## config.mk

```make
export PLATFORM = sky130hd
export DESIGN_NAME = bnv_host
export DESIGN_NICKNAME = d
export VERILOG_FILES = /design/src/core/bnv_pkg.sv /design/src/core/bnv_host.sv
export VERILOG_INCLUDE_DIRS = /design/src /design/src/core
export SDC_FILE = /design/constraint.sdc
export NUM_CORES = 1
export LEC_CHECK = 0
export ABC_AREA = 0
export ABC_CLOCK_PERIOD_IN_PS = 5650
export BUFFER_PORTS_ARGS = -buffer_cell sky130_fd_sc_hd__buf_2
export CAP_MARGIN = 10
export CORE_MARGIN = 10
export CORE_UTILIZATION = 30
export CTS_CLUSTER_DIAMETER = 80
export DETAILED_ROUTE_END_ITERATION = 8
export SYNTH_ARGS = -nofsm -noshare
export SYNTH_HDL_FRONTEND = slang
export SYNTH_SLANG_ARGS = --single-unit
```

## constraint.sdc

```tcl
create_clock -name i_core_clk -period 5.65 [get_ports i_core_clk]
set_clock_uncertainty 0.15 [all_clocks]
set_input_delay 1.13 -clock i_core_clk [delete_from_list [all_inputs] [get_ports i_core_clk]]
set_output_delay 1.13 -clock i_core_clk [all_outputs]
set_load 0.01 [all_outputs]
```

## src/core/bnv_defs.svh

```systemverilog
// Timing and width constants for the bytewide nonvolatile RAM host.
// Assumes a 40 MHz core clock; counts are derived from ns figures.
`ifndef BNV_DEFS_SVH
`define BNV_DEFS_SVH

`define BNV_CLK_PERIOD_NS 25
// Access: chip select low to data valid, and least low time
`define BNV_T_ACCESS_NS   120
// Least precharge (chip select high) time
`define BNV_T_PRECH_NS    60
// Longest chip select low time
`define BNV_T_CA_MAX_NS   2000
// Least write strobe pulse width and data setup
`define BNV_T_WP_NS       40
`define BNV_T_DS_NS       40
// Least times round up, longest rounds down
`define BNV_CYC_UP(ns)   (((ns) + `BNV_CLK_PERIOD_NS - 1) / `BNV_CLK_PERIOD_NS)
`define BNV_CYC_DN(ns)   ((ns) / `BNV_CLK_PERIOD_NS)
`define BNV_ACC_CYC      `BNV_CYC_UP(`BNV_T_ACCESS_NS)
`define BNV_PRE_CYC      `BNV_CYC_UP(`BNV_T_PRECH_NS)
`define BNV_CA_MAX_CYC   `BNV_CYC_DN(`BNV_T_CA_MAX_NS)
`define BNV_WP_CYC       `BNV_CYC_UP(`BNV_T_WP_NS)
`define BNV_DS_CYC       `BNV_CYC_UP(`BNV_T_DS_NS)
// Least time after supply reaches minimum before first access
`define BNV_T_PU_NS      1000
`define BNV_PU_CYC       `BNV_CYC_UP(`BNV_T_PU_NS)
// Row size in bytes for endurance accounting
`define BNV_ROW_BYTES    4

`endif

```

## src/core/bnv_pkg.sv

```systemverilog
// Types shared by the bytewide nonvolatile RAM host controller.
// Assumes the constants header is included where counts are needed.
package bnv_pkg;

  // Host request carried as one packed word
  typedef struct packed {
    logic        write;
    logic        ce_ctrl;   // Write strobe low before chip select falls
    logic [12:0] addr;
    logic [7:0]  data;
  } bnv_req_t;

  // Pins toward the memory
  typedef struct packed {
    logic        ce_n;
    logic        we_n;
    logic        oe_n;
    logic [12:0] address_inputs;
  } bnv_pins_t;

  typedef enum logic [2:0] {
    BNV_PWRUP,
    BNV_IDLE,
    BNV_SETUP,
    BNV_ACCESS,
    BNV_STROBE,
    BNV_PRECH
  } bnv_state_t;

endpackage : bnv_pkg

```

## src/core/bnv_host.sv

```systemverilog
// Host controller driving a bytewide nonvolatile RAM through its pins.
// Assumes one 40 MHz clock, synchronous inputs, supply-good level input.
//
// What this block does
// - Write strobe low before chip select falls gives a chip-select write.
// - Write data stays stable for the setup time before the write ends.
// - Chip select stays high at least the precharge time between accesses.
// - Chip select never stays low longer than the longest low time.
// - Every access starts with its own falling edge of chip select.
// - No access is accepted while supply is below its minimum; one already accepted runs to its end, even if supply drops during its setup cycle.
`timescale 1ns/1ps
`include "bnv_defs.svh"

module bnv_host
  import bnv_pkg::*;
#(
  parameter int PU_CYC = `BNV_PU_CYC
) (
  // Clock and reset
  input  wire logic        i_core_clk,
  input  wire logic        i_rst_n,
  // Supply monitor level, high when supply is within tolerance
  input  wire logic        i_supply_ok,
  // Request side
  input  wire logic        i_req_valid,
  input  wire bnv_req_t    i_req,
  output logic             o_req_ready,
  output logic             o_rd_valid,
  output logic [7:0]       o_rd_data,
  // Last accessed row index, for endurance tracking
  output logic [10:0]      o_row_reg,
  output logic             o_row_hit,
  // Memory pins
  output bnv_pins_t        o_pins,
  input  wire logic [7:0]  i_data_lines,
  output logic [7:0]       o_data_lines,
  output logic             o_data_lines_oe_n
);

  localparam int CW = 12;
  localparam logic [CW-1:0] ACC_C = CW'(`BNV_ACC_CYC);
  localparam logic [CW-1:0] PRE_C = CW'(`BNV_PRE_CYC);
  localparam logic [CW-1:0] WP_C  = CW'(`BNV_WP_CYC);
  localparam logic [CW-1:0] CAX_C = CW'(`BNV_CA_MAX_CYC);
  localparam int ROW_SH = $clog2(`BNV_ROW_BYTES);

  bnv_state_t      state_reg;
  bnv_req_t        req_reg;
  logic [CW-1:0]   cnt_reg;
  logic [CW-1:0]   low_reg;
  logic [15:0]     pu_reg;
  logic            ce_low;

  // Row of a byte address
  function automatic logic [10:0] row_of(input logic [12:0] a);
    row_of = a[12:ROW_SH];
  endfunction : row_of

  //--------------------------------------------------------------
  // Sequencer
  //--------------------------------------------------------------
  assign o_req_ready = (state_reg == BNV_IDLE) && i_supply_ok;

  // Phase timing and request capture
  always_ff @(posedge i_core_clk) begin
    if (!i_rst_n) begin
      state_reg <= BNV_PWRUP;
      cnt_reg   <= '0;
      pu_reg    <= '0;
      req_reg   <= '0;
    end else begin
      unique case (state_reg)
        BNV_PWRUP: begin
          // Wait for supply settle before the first access
          if (!i_supply_ok) pu_reg <= '0;
          else if (pu_reg == 16'(PU_CYC)) state_reg <= BNV_IDLE;
          else pu_reg <= pu_reg + 16'h0001;
        end
        BNV_IDLE: begin
          if (!i_supply_ok) begin
            state_reg <= BNV_PWRUP;
            pu_reg    <= '0;
          end else if (i_req_valid) begin
            req_reg   <= i_req;
            state_reg <= BNV_SETUP;
          end
        end
        // One cycle of address and strobe setup, chip select still high
        BNV_SETUP: begin
          state_reg <= BNV_ACCESS;
          cnt_reg   <= '0;
        end
        BNV_ACCESS: begin
          cnt_reg <= cnt_reg + 12'h001;
          // Strobe-controlled write: drop strobe early enough for a full pulse
          if (req_reg.write && !req_reg.ce_ctrl
              && cnt_reg == ACC_C - WP_C - 12'h001) begin
            state_reg <= BNV_STROBE;
            cnt_reg   <= '0;
          end else if (cnt_reg == ACC_C - 12'h001) begin
            state_reg <= BNV_PRECH;
            cnt_reg   <= '0;
          end
        end
        BNV_STROBE: begin
          cnt_reg <= cnt_reg + 12'h001;
          if (cnt_reg == WP_C - 12'h001) begin
            state_reg <= BNV_PRECH;
            cnt_reg   <= '0;
          end
        end
        BNV_PRECH: begin
          cnt_reg <= cnt_reg + 12'h001;
          if (cnt_reg == PRE_C - 12'h001) begin
            state_reg <= BNV_IDLE;
          end
        end
        default: state_reg <= BNV_PWRUP;
      endcase
    end
  end

  assign ce_low = (state_reg == BNV_ACCESS) || (state_reg == BNV_STROBE);

  //--------------------------------------------------------------
  // Pin drive
  //--------------------------------------------------------------
  // Control pins; strobe and chip select rise together at write end
  always_comb begin
    o_pins.ce_n = !ce_low;
    o_pins.address_inputs = req_reg.addr;
    o_pins.we_n = 1'b1;
    o_pins.oe_n = 1'b1;
    if (req_reg.write && req_reg.ce_ctrl
        && (state_reg == BNV_SETUP || ce_low)) begin
      o_pins.we_n = 1'b0;
    end
    if (req_reg.write && state_reg == BNV_STROBE) begin
      o_pins.we_n = 1'b0;
    end
    // Output gate only for reads; it never picks the cycle type
    if (!req_reg.write && ce_low) begin
      o_pins.oe_n = 1'b0;
    end
  end

  // Host drives data through the whole write, stable ahead of its end
  assign o_data_lines = req_reg.data;
  assign o_data_lines_oe_n = !(req_reg.write
                               && (state_reg == BNV_SETUP || ce_low));

  // Longest chip select low watchdog counter
  always_ff @(posedge i_core_clk) begin
    if (!i_rst_n) low_reg <= '0;
    else if (ce_low) low_reg <= low_reg + 12'h001;
    else low_reg <= '0;
  end

  //--------------------------------------------------------------
  // Read capture and endurance row
  //--------------------------------------------------------------
  // Sample at end of access time, when data is known valid
  always_ff @(posedge i_core_clk) begin
    if (!i_rst_n) begin
      o_rd_valid <= 1'b0;
      o_rd_data  <= '0;
    end else begin
      o_rd_valid <= 1'b0;
      if (state_reg == BNV_ACCESS && !req_reg.write
          && cnt_reg == ACC_C - 12'h001) begin
        o_rd_valid <= 1'b1;
        o_rd_data  <= i_data_lines;
      end
    end
  end

  // Row touched by the last access; hit flags a repeat on one row
  always_ff @(posedge i_core_clk) begin
    if (!i_rst_n) begin
      o_row_reg <= '0;
      o_row_hit <= 1'b0;
    end else if (state_reg == BNV_SETUP) begin
      o_row_hit <= (row_of(req_reg.addr) == o_row_reg);
      o_row_reg <= row_of(req_reg.addr);
    end
  end

  //--------------------------------------------------------------
  // Assertions
  //--------------------------------------------------------------
  a_ce_max_low: assert property (@(posedge i_core_clk) disable iff (!i_rst_n)
    low_reg <= CAX_C) else $error("chip select low too long");
  a_prech_min: assert property (@(posedge i_core_clk) disable iff (!i_rst_n)
    $rose(o_pins.ce_n) |-> o_pins.ce_n [*3])
    else $error("precharge too short");
  a_ce_fall_sep: assert property (@(posedge i_core_clk) disable iff (!i_rst_n)
    $fell(o_pins.ce_n) |-> $past(o_pins.ce_n, 2))
    else $error("chip select fall without high period");
  a_ce_ctrl_we: assert property (@(posedge i_core_clk) disable iff (!i_rst_n)
    ($fell(o_pins.ce_n) && req_reg.write && req_reg.ce_ctrl)
    |-> $past(!o_pins.we_n)) else $error("strobe not low first");
  a_we_late: assert property (@(posedge i_core_clk) disable iff (!i_rst_n)
    ($fell(o_pins.ce_n) && req_reg.write && !req_reg.ce_ctrl)
    |-> o_pins.we_n [*3] ##1 !o_pins.we_n [*2])
    else $error("strobe timing wrong");
  a_addr_hold: assert property (@(posedge i_core_clk) disable iff (!i_rst_n)
    !o_pins.ce_n |-> $stable(o_pins.address_inputs))
    else $error("address moved while selected");
  a_data_setup: assert property (@(posedge i_core_clk) disable iff (!i_rst_n)
    ($rose(o_pins.ce_n) && req_reg.write)
    |-> $past(!o_data_lines_oe_n, 2) && $stable(o_data_lines))
    else $error("write data not set up");
  a_no_oe_write: assert property (@(posedge i_core_clk) disable iff (!i_rst_n)
    !o_data_lines_oe_n |-> o_pins.oe_n)
    else $error("bus fight on data lines");
  a_supply_gate: assert property (@(posedge i_core_clk) disable iff (!i_rst_n)
    (state_reg == BNV_IDLE && !i_supply_ok) |=> o_pins.ce_n)
    else $error("access while supply low");
  a_read_done: assert property (@(posedge i_core_clk) disable iff (!i_rst_n)
    ($fell(o_pins.ce_n) && !req_reg.write) |-> ##5 o_rd_valid)
    else $error("read not captured on time");

  c_ce_write: cover property (@(posedge i_core_clk)
    $fell(o_pins.ce_n) && req_reg.write && req_reg.ce_ctrl);
  c_we_write: cover property (@(posedge i_core_clk) $fell(o_pins.we_n)
    && !o_pins.ce_n);
  c_read: cover property (@(posedge i_core_clk) o_rd_valid);
  c_row_hit: cover property (@(posedge i_core_clk) o_row_hit);

endmodule : bnv_host

```

# Word level (Yosys, flattened, before mapping)

Cells that the tools add are included.
W data, S select, Z words.

Add/sub/neg operators: 2
Equal/unequal tests: 18
Mux-type cells: 21
Reductions and logical operators: 22

Operators with widths:

| operator                | count |
|---|---|
| $mux W16                | 3 |
| $pmux W12 S4            | 1 |
| $mux W12                | 3 |
| $pmux W16 S2            | 1 |
| $mux W3                 | 8 |
| $pmux W3 S6             | 1 |
| $add A16 B1 Y16 const B | 1 |
| $eq A16 B6 Y1 const B   | 1 |
| $add A12 B1 Y12 const B | 1 |
| $eq A12 B1 Y1 const B   | 1 |
| $eq A12 B2 Y1 const B   | 1 |
| $eq A12 B3 Y1 const B   | 1 |
| $eq A11 B11 Y1          | 1 |
| $logic_and A1 B1 Y1     | 10 |
| $ne A2 B2 Y1 const B    | 5 |
| $ne A3 B3 Y1 const B    | 3 |
| $eq A3 B2 Y1 const B    | 2 |
| $eq A3 B3 Y1 const B    | 2 |
| $reduce_and A3 Y1       | 2 |
| $reduce_and A6 Y1       | 1 |
| $logic_not A1 Y1        | 4 |
| $mux W1                 | 4 |
| $reduce_bool A4 Y1      | 1 |
| $eq A3 B1 Y1 const B    | 1 |
| 3 further kinds         | 4 |

Register bits after elaboration: 75
Input port bits: 35
Output and inout port bits: 47
Logic and storage cells: 74

# Logic depth before layout (Yosys ltp)

Depth in word-level cells: 6
Mapped depth: 8
Gate-level depth less buffers: 7

# Least setup slack after synthesis

No wires, ideal clock.

Kind: input -> output
From: input i_supply_ok
To: output o_req_ready
Arrival: 1460 ps
Required time: 4370 ps
Path slack: 2910 ps
Stages on the path: 2
Buffers on the path: 1
Cells stage by stage: and3_1 -> clkbuf_1

Longest elaborated chain between the ends: 1

Ends and longest elaborated chain:

| element             | RTL line       | RTL |
|---|---|---|
| start: declaration  | bnv_host.sv:23 | `input wire logic i_supply_ok,` |
| $logic_and A1 B1 Y1 | bnv_host.sv:62 | `assign o_req_ready = (state_reg == BNV_IDLE) && i_supply_ok;` |
| end: declaration    | bnv_host.sv:27 | `output logic o_req_ready,` |

No other way between the ends.

==> run summary <==
outcome -> complete, no violations
Final nets -> 525
number of remaining DRC errors -> 0
layout cells sized above 1 -> 21.47%
Vias -> 3031
clock slew seen by the registers of the worst setup and hold paths -> 0.06 ns
Via-to-Cell Ratio -> 4.796
Worst EP required -> 4.37 ns
max reg flops -> 16
peak supply drop -> 0.1517 mV
root buf cell -> clkbuf_16
clk buf depth -> 2
Power Density -> 292.5 nW/um^2
P&R area growth vs syn -> 19.52%
part of the cycle the worst path needs -> 59.25%
fin area -> 4268 sq um
Most Crowded Layer GR -> met2
CTS tree -> built
latest clock arrival within the worst-skew pair -> 0.33 ns
Site Rows -> 39
placed cell area -> 3920 sq um
M2 GR Usage -> 17.00%
total of max-cap violations -> 0
minimum clock period -> 3.348 ns
Worst Hold Class -> register to register
Relative slew margins -> 35.33%
syn nets -> 473
Post-Layout Cell Count -> 632
Post-Synthesis Cells -> 432
antenna violations before repair -> 0
WL/cell -> 13.56 um
first-pass GRT wire length -> 13950 um
FF+latch count, synth -> 75
footprint of the multi-input gates -> 1797 sq um
Reg power frac -> 43.4%
Cell Int Power -> 0.0009943 W
Syn. warnings -> 0
Ports -> 82
hold_buf cts -> 0
largest net degree at the start of global routing -> 39
Worst EP arrival -> 2.07 ns
clock power share -> 51.7%
Psw -> 0.0002542 W
Seq. cell area -> 1501 sq um
P_leak -> 1.821 nW
total global-route track usage -> 10.25%
unrepaired setup endpoints after global routing -> false
GR met3 Demand/Resource -> 3.303%
Critical Path Fanout Max -> 7
Antenna Violating Nets Remaining -> 0
sw frac -> 20.36%
dominant cell type by area after synthesis -> dfxtp_1
Area contributors post-synth -> dfxtp_1 42%, nand2_1 8.6%, xor2_1 6.6%, a21oi_1 6.0%, buf_4 4.8%
post-synthesis sequential area ratio -> 42.05%
Max Freq -> 298.7 MHz
WS Path Type -> register to primary output
die width -> 129.1 um
syn_area_per_cell -> 8.266 sq um
HPWL Detailed -> 6372 um
synth unique cells -> 47
Final Max Slew Viols -> 0
I/O Buffers -> 81
fill count -> 1171
# clock sinks -> 75
setup repair bufs after CTS -> 0
total CTS buffers -> 9
Placed Cells -> 616
Gate power share -> 4.8%
vias in the first global route -> 2923
GRT met1 Usage -> 11.43%
core area -> 11520 sq um
Fin Setup TNS -> 0 ns
post-synthesis cell area -> 3571 sq um
H-tree depth -> 3
Die Footprint -> 16670 sq um
RePlAce Congestion -> 0.8868
Die Y-Extent -> 129.1 um
grt ovf -> 0
Startpoint Class -> register
DR pass1 iterations -> 4
post-cts resize count -> 0
Setup crit end kind -> primary output
total wire length -> 8571 um
final setup violation count -> 0
Slew @ Worst Pin -> 0.9681 ns
Final Hold Fails -> 0
area share of the largest cell type after synthesis -> 42.05%
initial core utilization -> 31.01%
First DRT Iteration DRCs -> 135
n_diodes -> 0
-- area by class of cell --
| type | count | area share (%) |
|---|---|---|
| Tap cell | 143 | 4.192 |
| Timing Repair Buffer | 82 | 9.675 |
| Multi-Input combinational cell | 308 | 42.10 |
| Inverter | 8 | 0.7036 |
| Clock inverter | 3 | 1.583 |
| Clock buffer | 13 | 6.567 |
| Sequential cell | 75 | 35.18 |
-- layer usage --
layer  vias up  wire length, um
met4         0              231
met5         -                0
met2        81             4062
met1      1380             3681
li1       1548                -
met3        22              595
-- critical path, stage by stage (launching register included) --
cell,delay [ns]
dfxtp_1,0.49
nor2b_1,0.40
nor2b_1,0.38
o21ai_1,0.15
o21bai_1,0.17
buf_2,0.15
-- final timing paths --
check                       startpoint                      to  slack (ns)  cells after the start
max          state_reg[2]$_SDFFE_PN0P_              o_pins[14]        2.30                      5
min             o_pins[0]$_SDFFE_PN0P_  o_pins[0]$_SDFFE_PN0P_        0.30                      2
min reg2reg     o_pins[0]$_SDFFE_PN0P_  o_pins[0]$_SDFFE_PN0P_        0.30                      2
max reg2reg  state_reg[0]$_SDFFE_PN0P_  pu_reg[9]$_SDFFE_PN0P_        2.96                      4
-- per-stage QoR --
step / total power [W] / setup WS (ns) / hold WS (ns) / util [%]
finish: 0.001249 / 2.302 / 0.2977 / 37.06
global route: 0.001291 / 2.178 / 0.3213 / 37.06
CTS: 0.001268 / 2.327 / 0.3014 / 37.06
detailed placement: 0.0006150 / 2.177 / 0.2939 / 34.04
global placement: 0.0006145 / 2.269 / 0.2886 / 34.04
floorplan: 0.0005940 / 2.910 / 0.2867 / -
-- cells in the mapped netlist (all sizes together) --
cell,count
buf,27
nand2b,1
clkbuf,14
nand4b,2
and2,4
nor4bb,1
nor2b,3
nor4,5
o211a,1
o41a,1
xnor2,6
o21ai,5
o22a,1
inv,8
o31ai,1
nand2,82
o21bai,2
mux2i,9
and4,3
nor2,43
a211oi,1
a21oi,43
a21bo,2
dfxtp,75
nor4b,4
o31a,2
o21a,2
nor3,8
a22o,1
a21boi,1
and3,6
ha,6
or4b,1
a32o,1
nand4,17
xor2,28
nand3,10
and2b,1
or3,2
or4,1
or2,1
-- logic make-up after synthesis --
| logic type | count (synthesis) | synth area share, % |
|---|---|---|
| multiplexers | 9 | 2.523 |
| buffers and inverters | 49 | 7.639 |
| AND/OR/NAND/NOR | 195 | 26.24 |
| XOR/XNOR | 34 | 8.550 |
| AO/OA/AOI/OAI | 64 | 10.90 |
| flip-flops | 75 | 42.05 |
| adder cells (fa/ha/maj) | 6 | 2.102 |
-- power groups by stage --
stage | Combinational (W) | Sequential (W) | Clock [W]
floorplan | 0.0000435 | 0.000551 | 0
global placement | 0.0000607 | 0.000554 | 0
detailed placement | 0.0000610 | 0.000554 | 0
CTS | 0.0000612 | 0.000542 | 0.000665
global route | 0.0000686 | 0.000543 | 0.000679
finish | 0.0000604 | 0.000542 | 0.000646
-- layout by cell type, fill, tap and decap left out, types with 2 or more instances in the layout --
| cell type | netlist | final |
|---|---|---|
| a21bo_2 | 2 | 2 |
| a21oi_1 | 43 | 43 |
| and2_1 | 4 | 4 |
| and3_1 | 6 | 6 |
| and4_1 | 3 | 3 |
| buf_2 | 2 | 81 |
| bufinv_16 | 0 | 2 |
| clkbuf_16 | 0 | 9 |
| clkbuf_8 | 0 | 4 |
| dfxtp_1 | 75 | 75 |
| ha_1 | 6 | 6 |
| inv_1 | 8 | 8 |
| mux2i_1 | 9 | 9 |
| nand2_1 | 82 | 82 |
| nand3_1 | 9 | 9 |
| nand4_1 | 17 | 17 |
| nand4b_1 | 2 | 2 |
| nor2_1 | 43 | 43 |
| nor2b_1 | 3 | 3 |
| nor3_1 | 8 | 8 |
| nor4_1 | 4 | 4 |
| nor4b_1 | 4 | 4 |
| o21a_1 | 2 | 2 |
| o21ai_0 | 3 | 3 |
| o21ai_1 | 2 | 2 |
| o21bai_1 | 2 | 2 |
| o31a_1 | 2 | 2 |
| or3_1 | 2 | 2 |
| xnor2_1 | 6 | 6 |
| xor2_1 | 27 | 27 |
No activity file was read; power rests on OpenSTA's default activity.
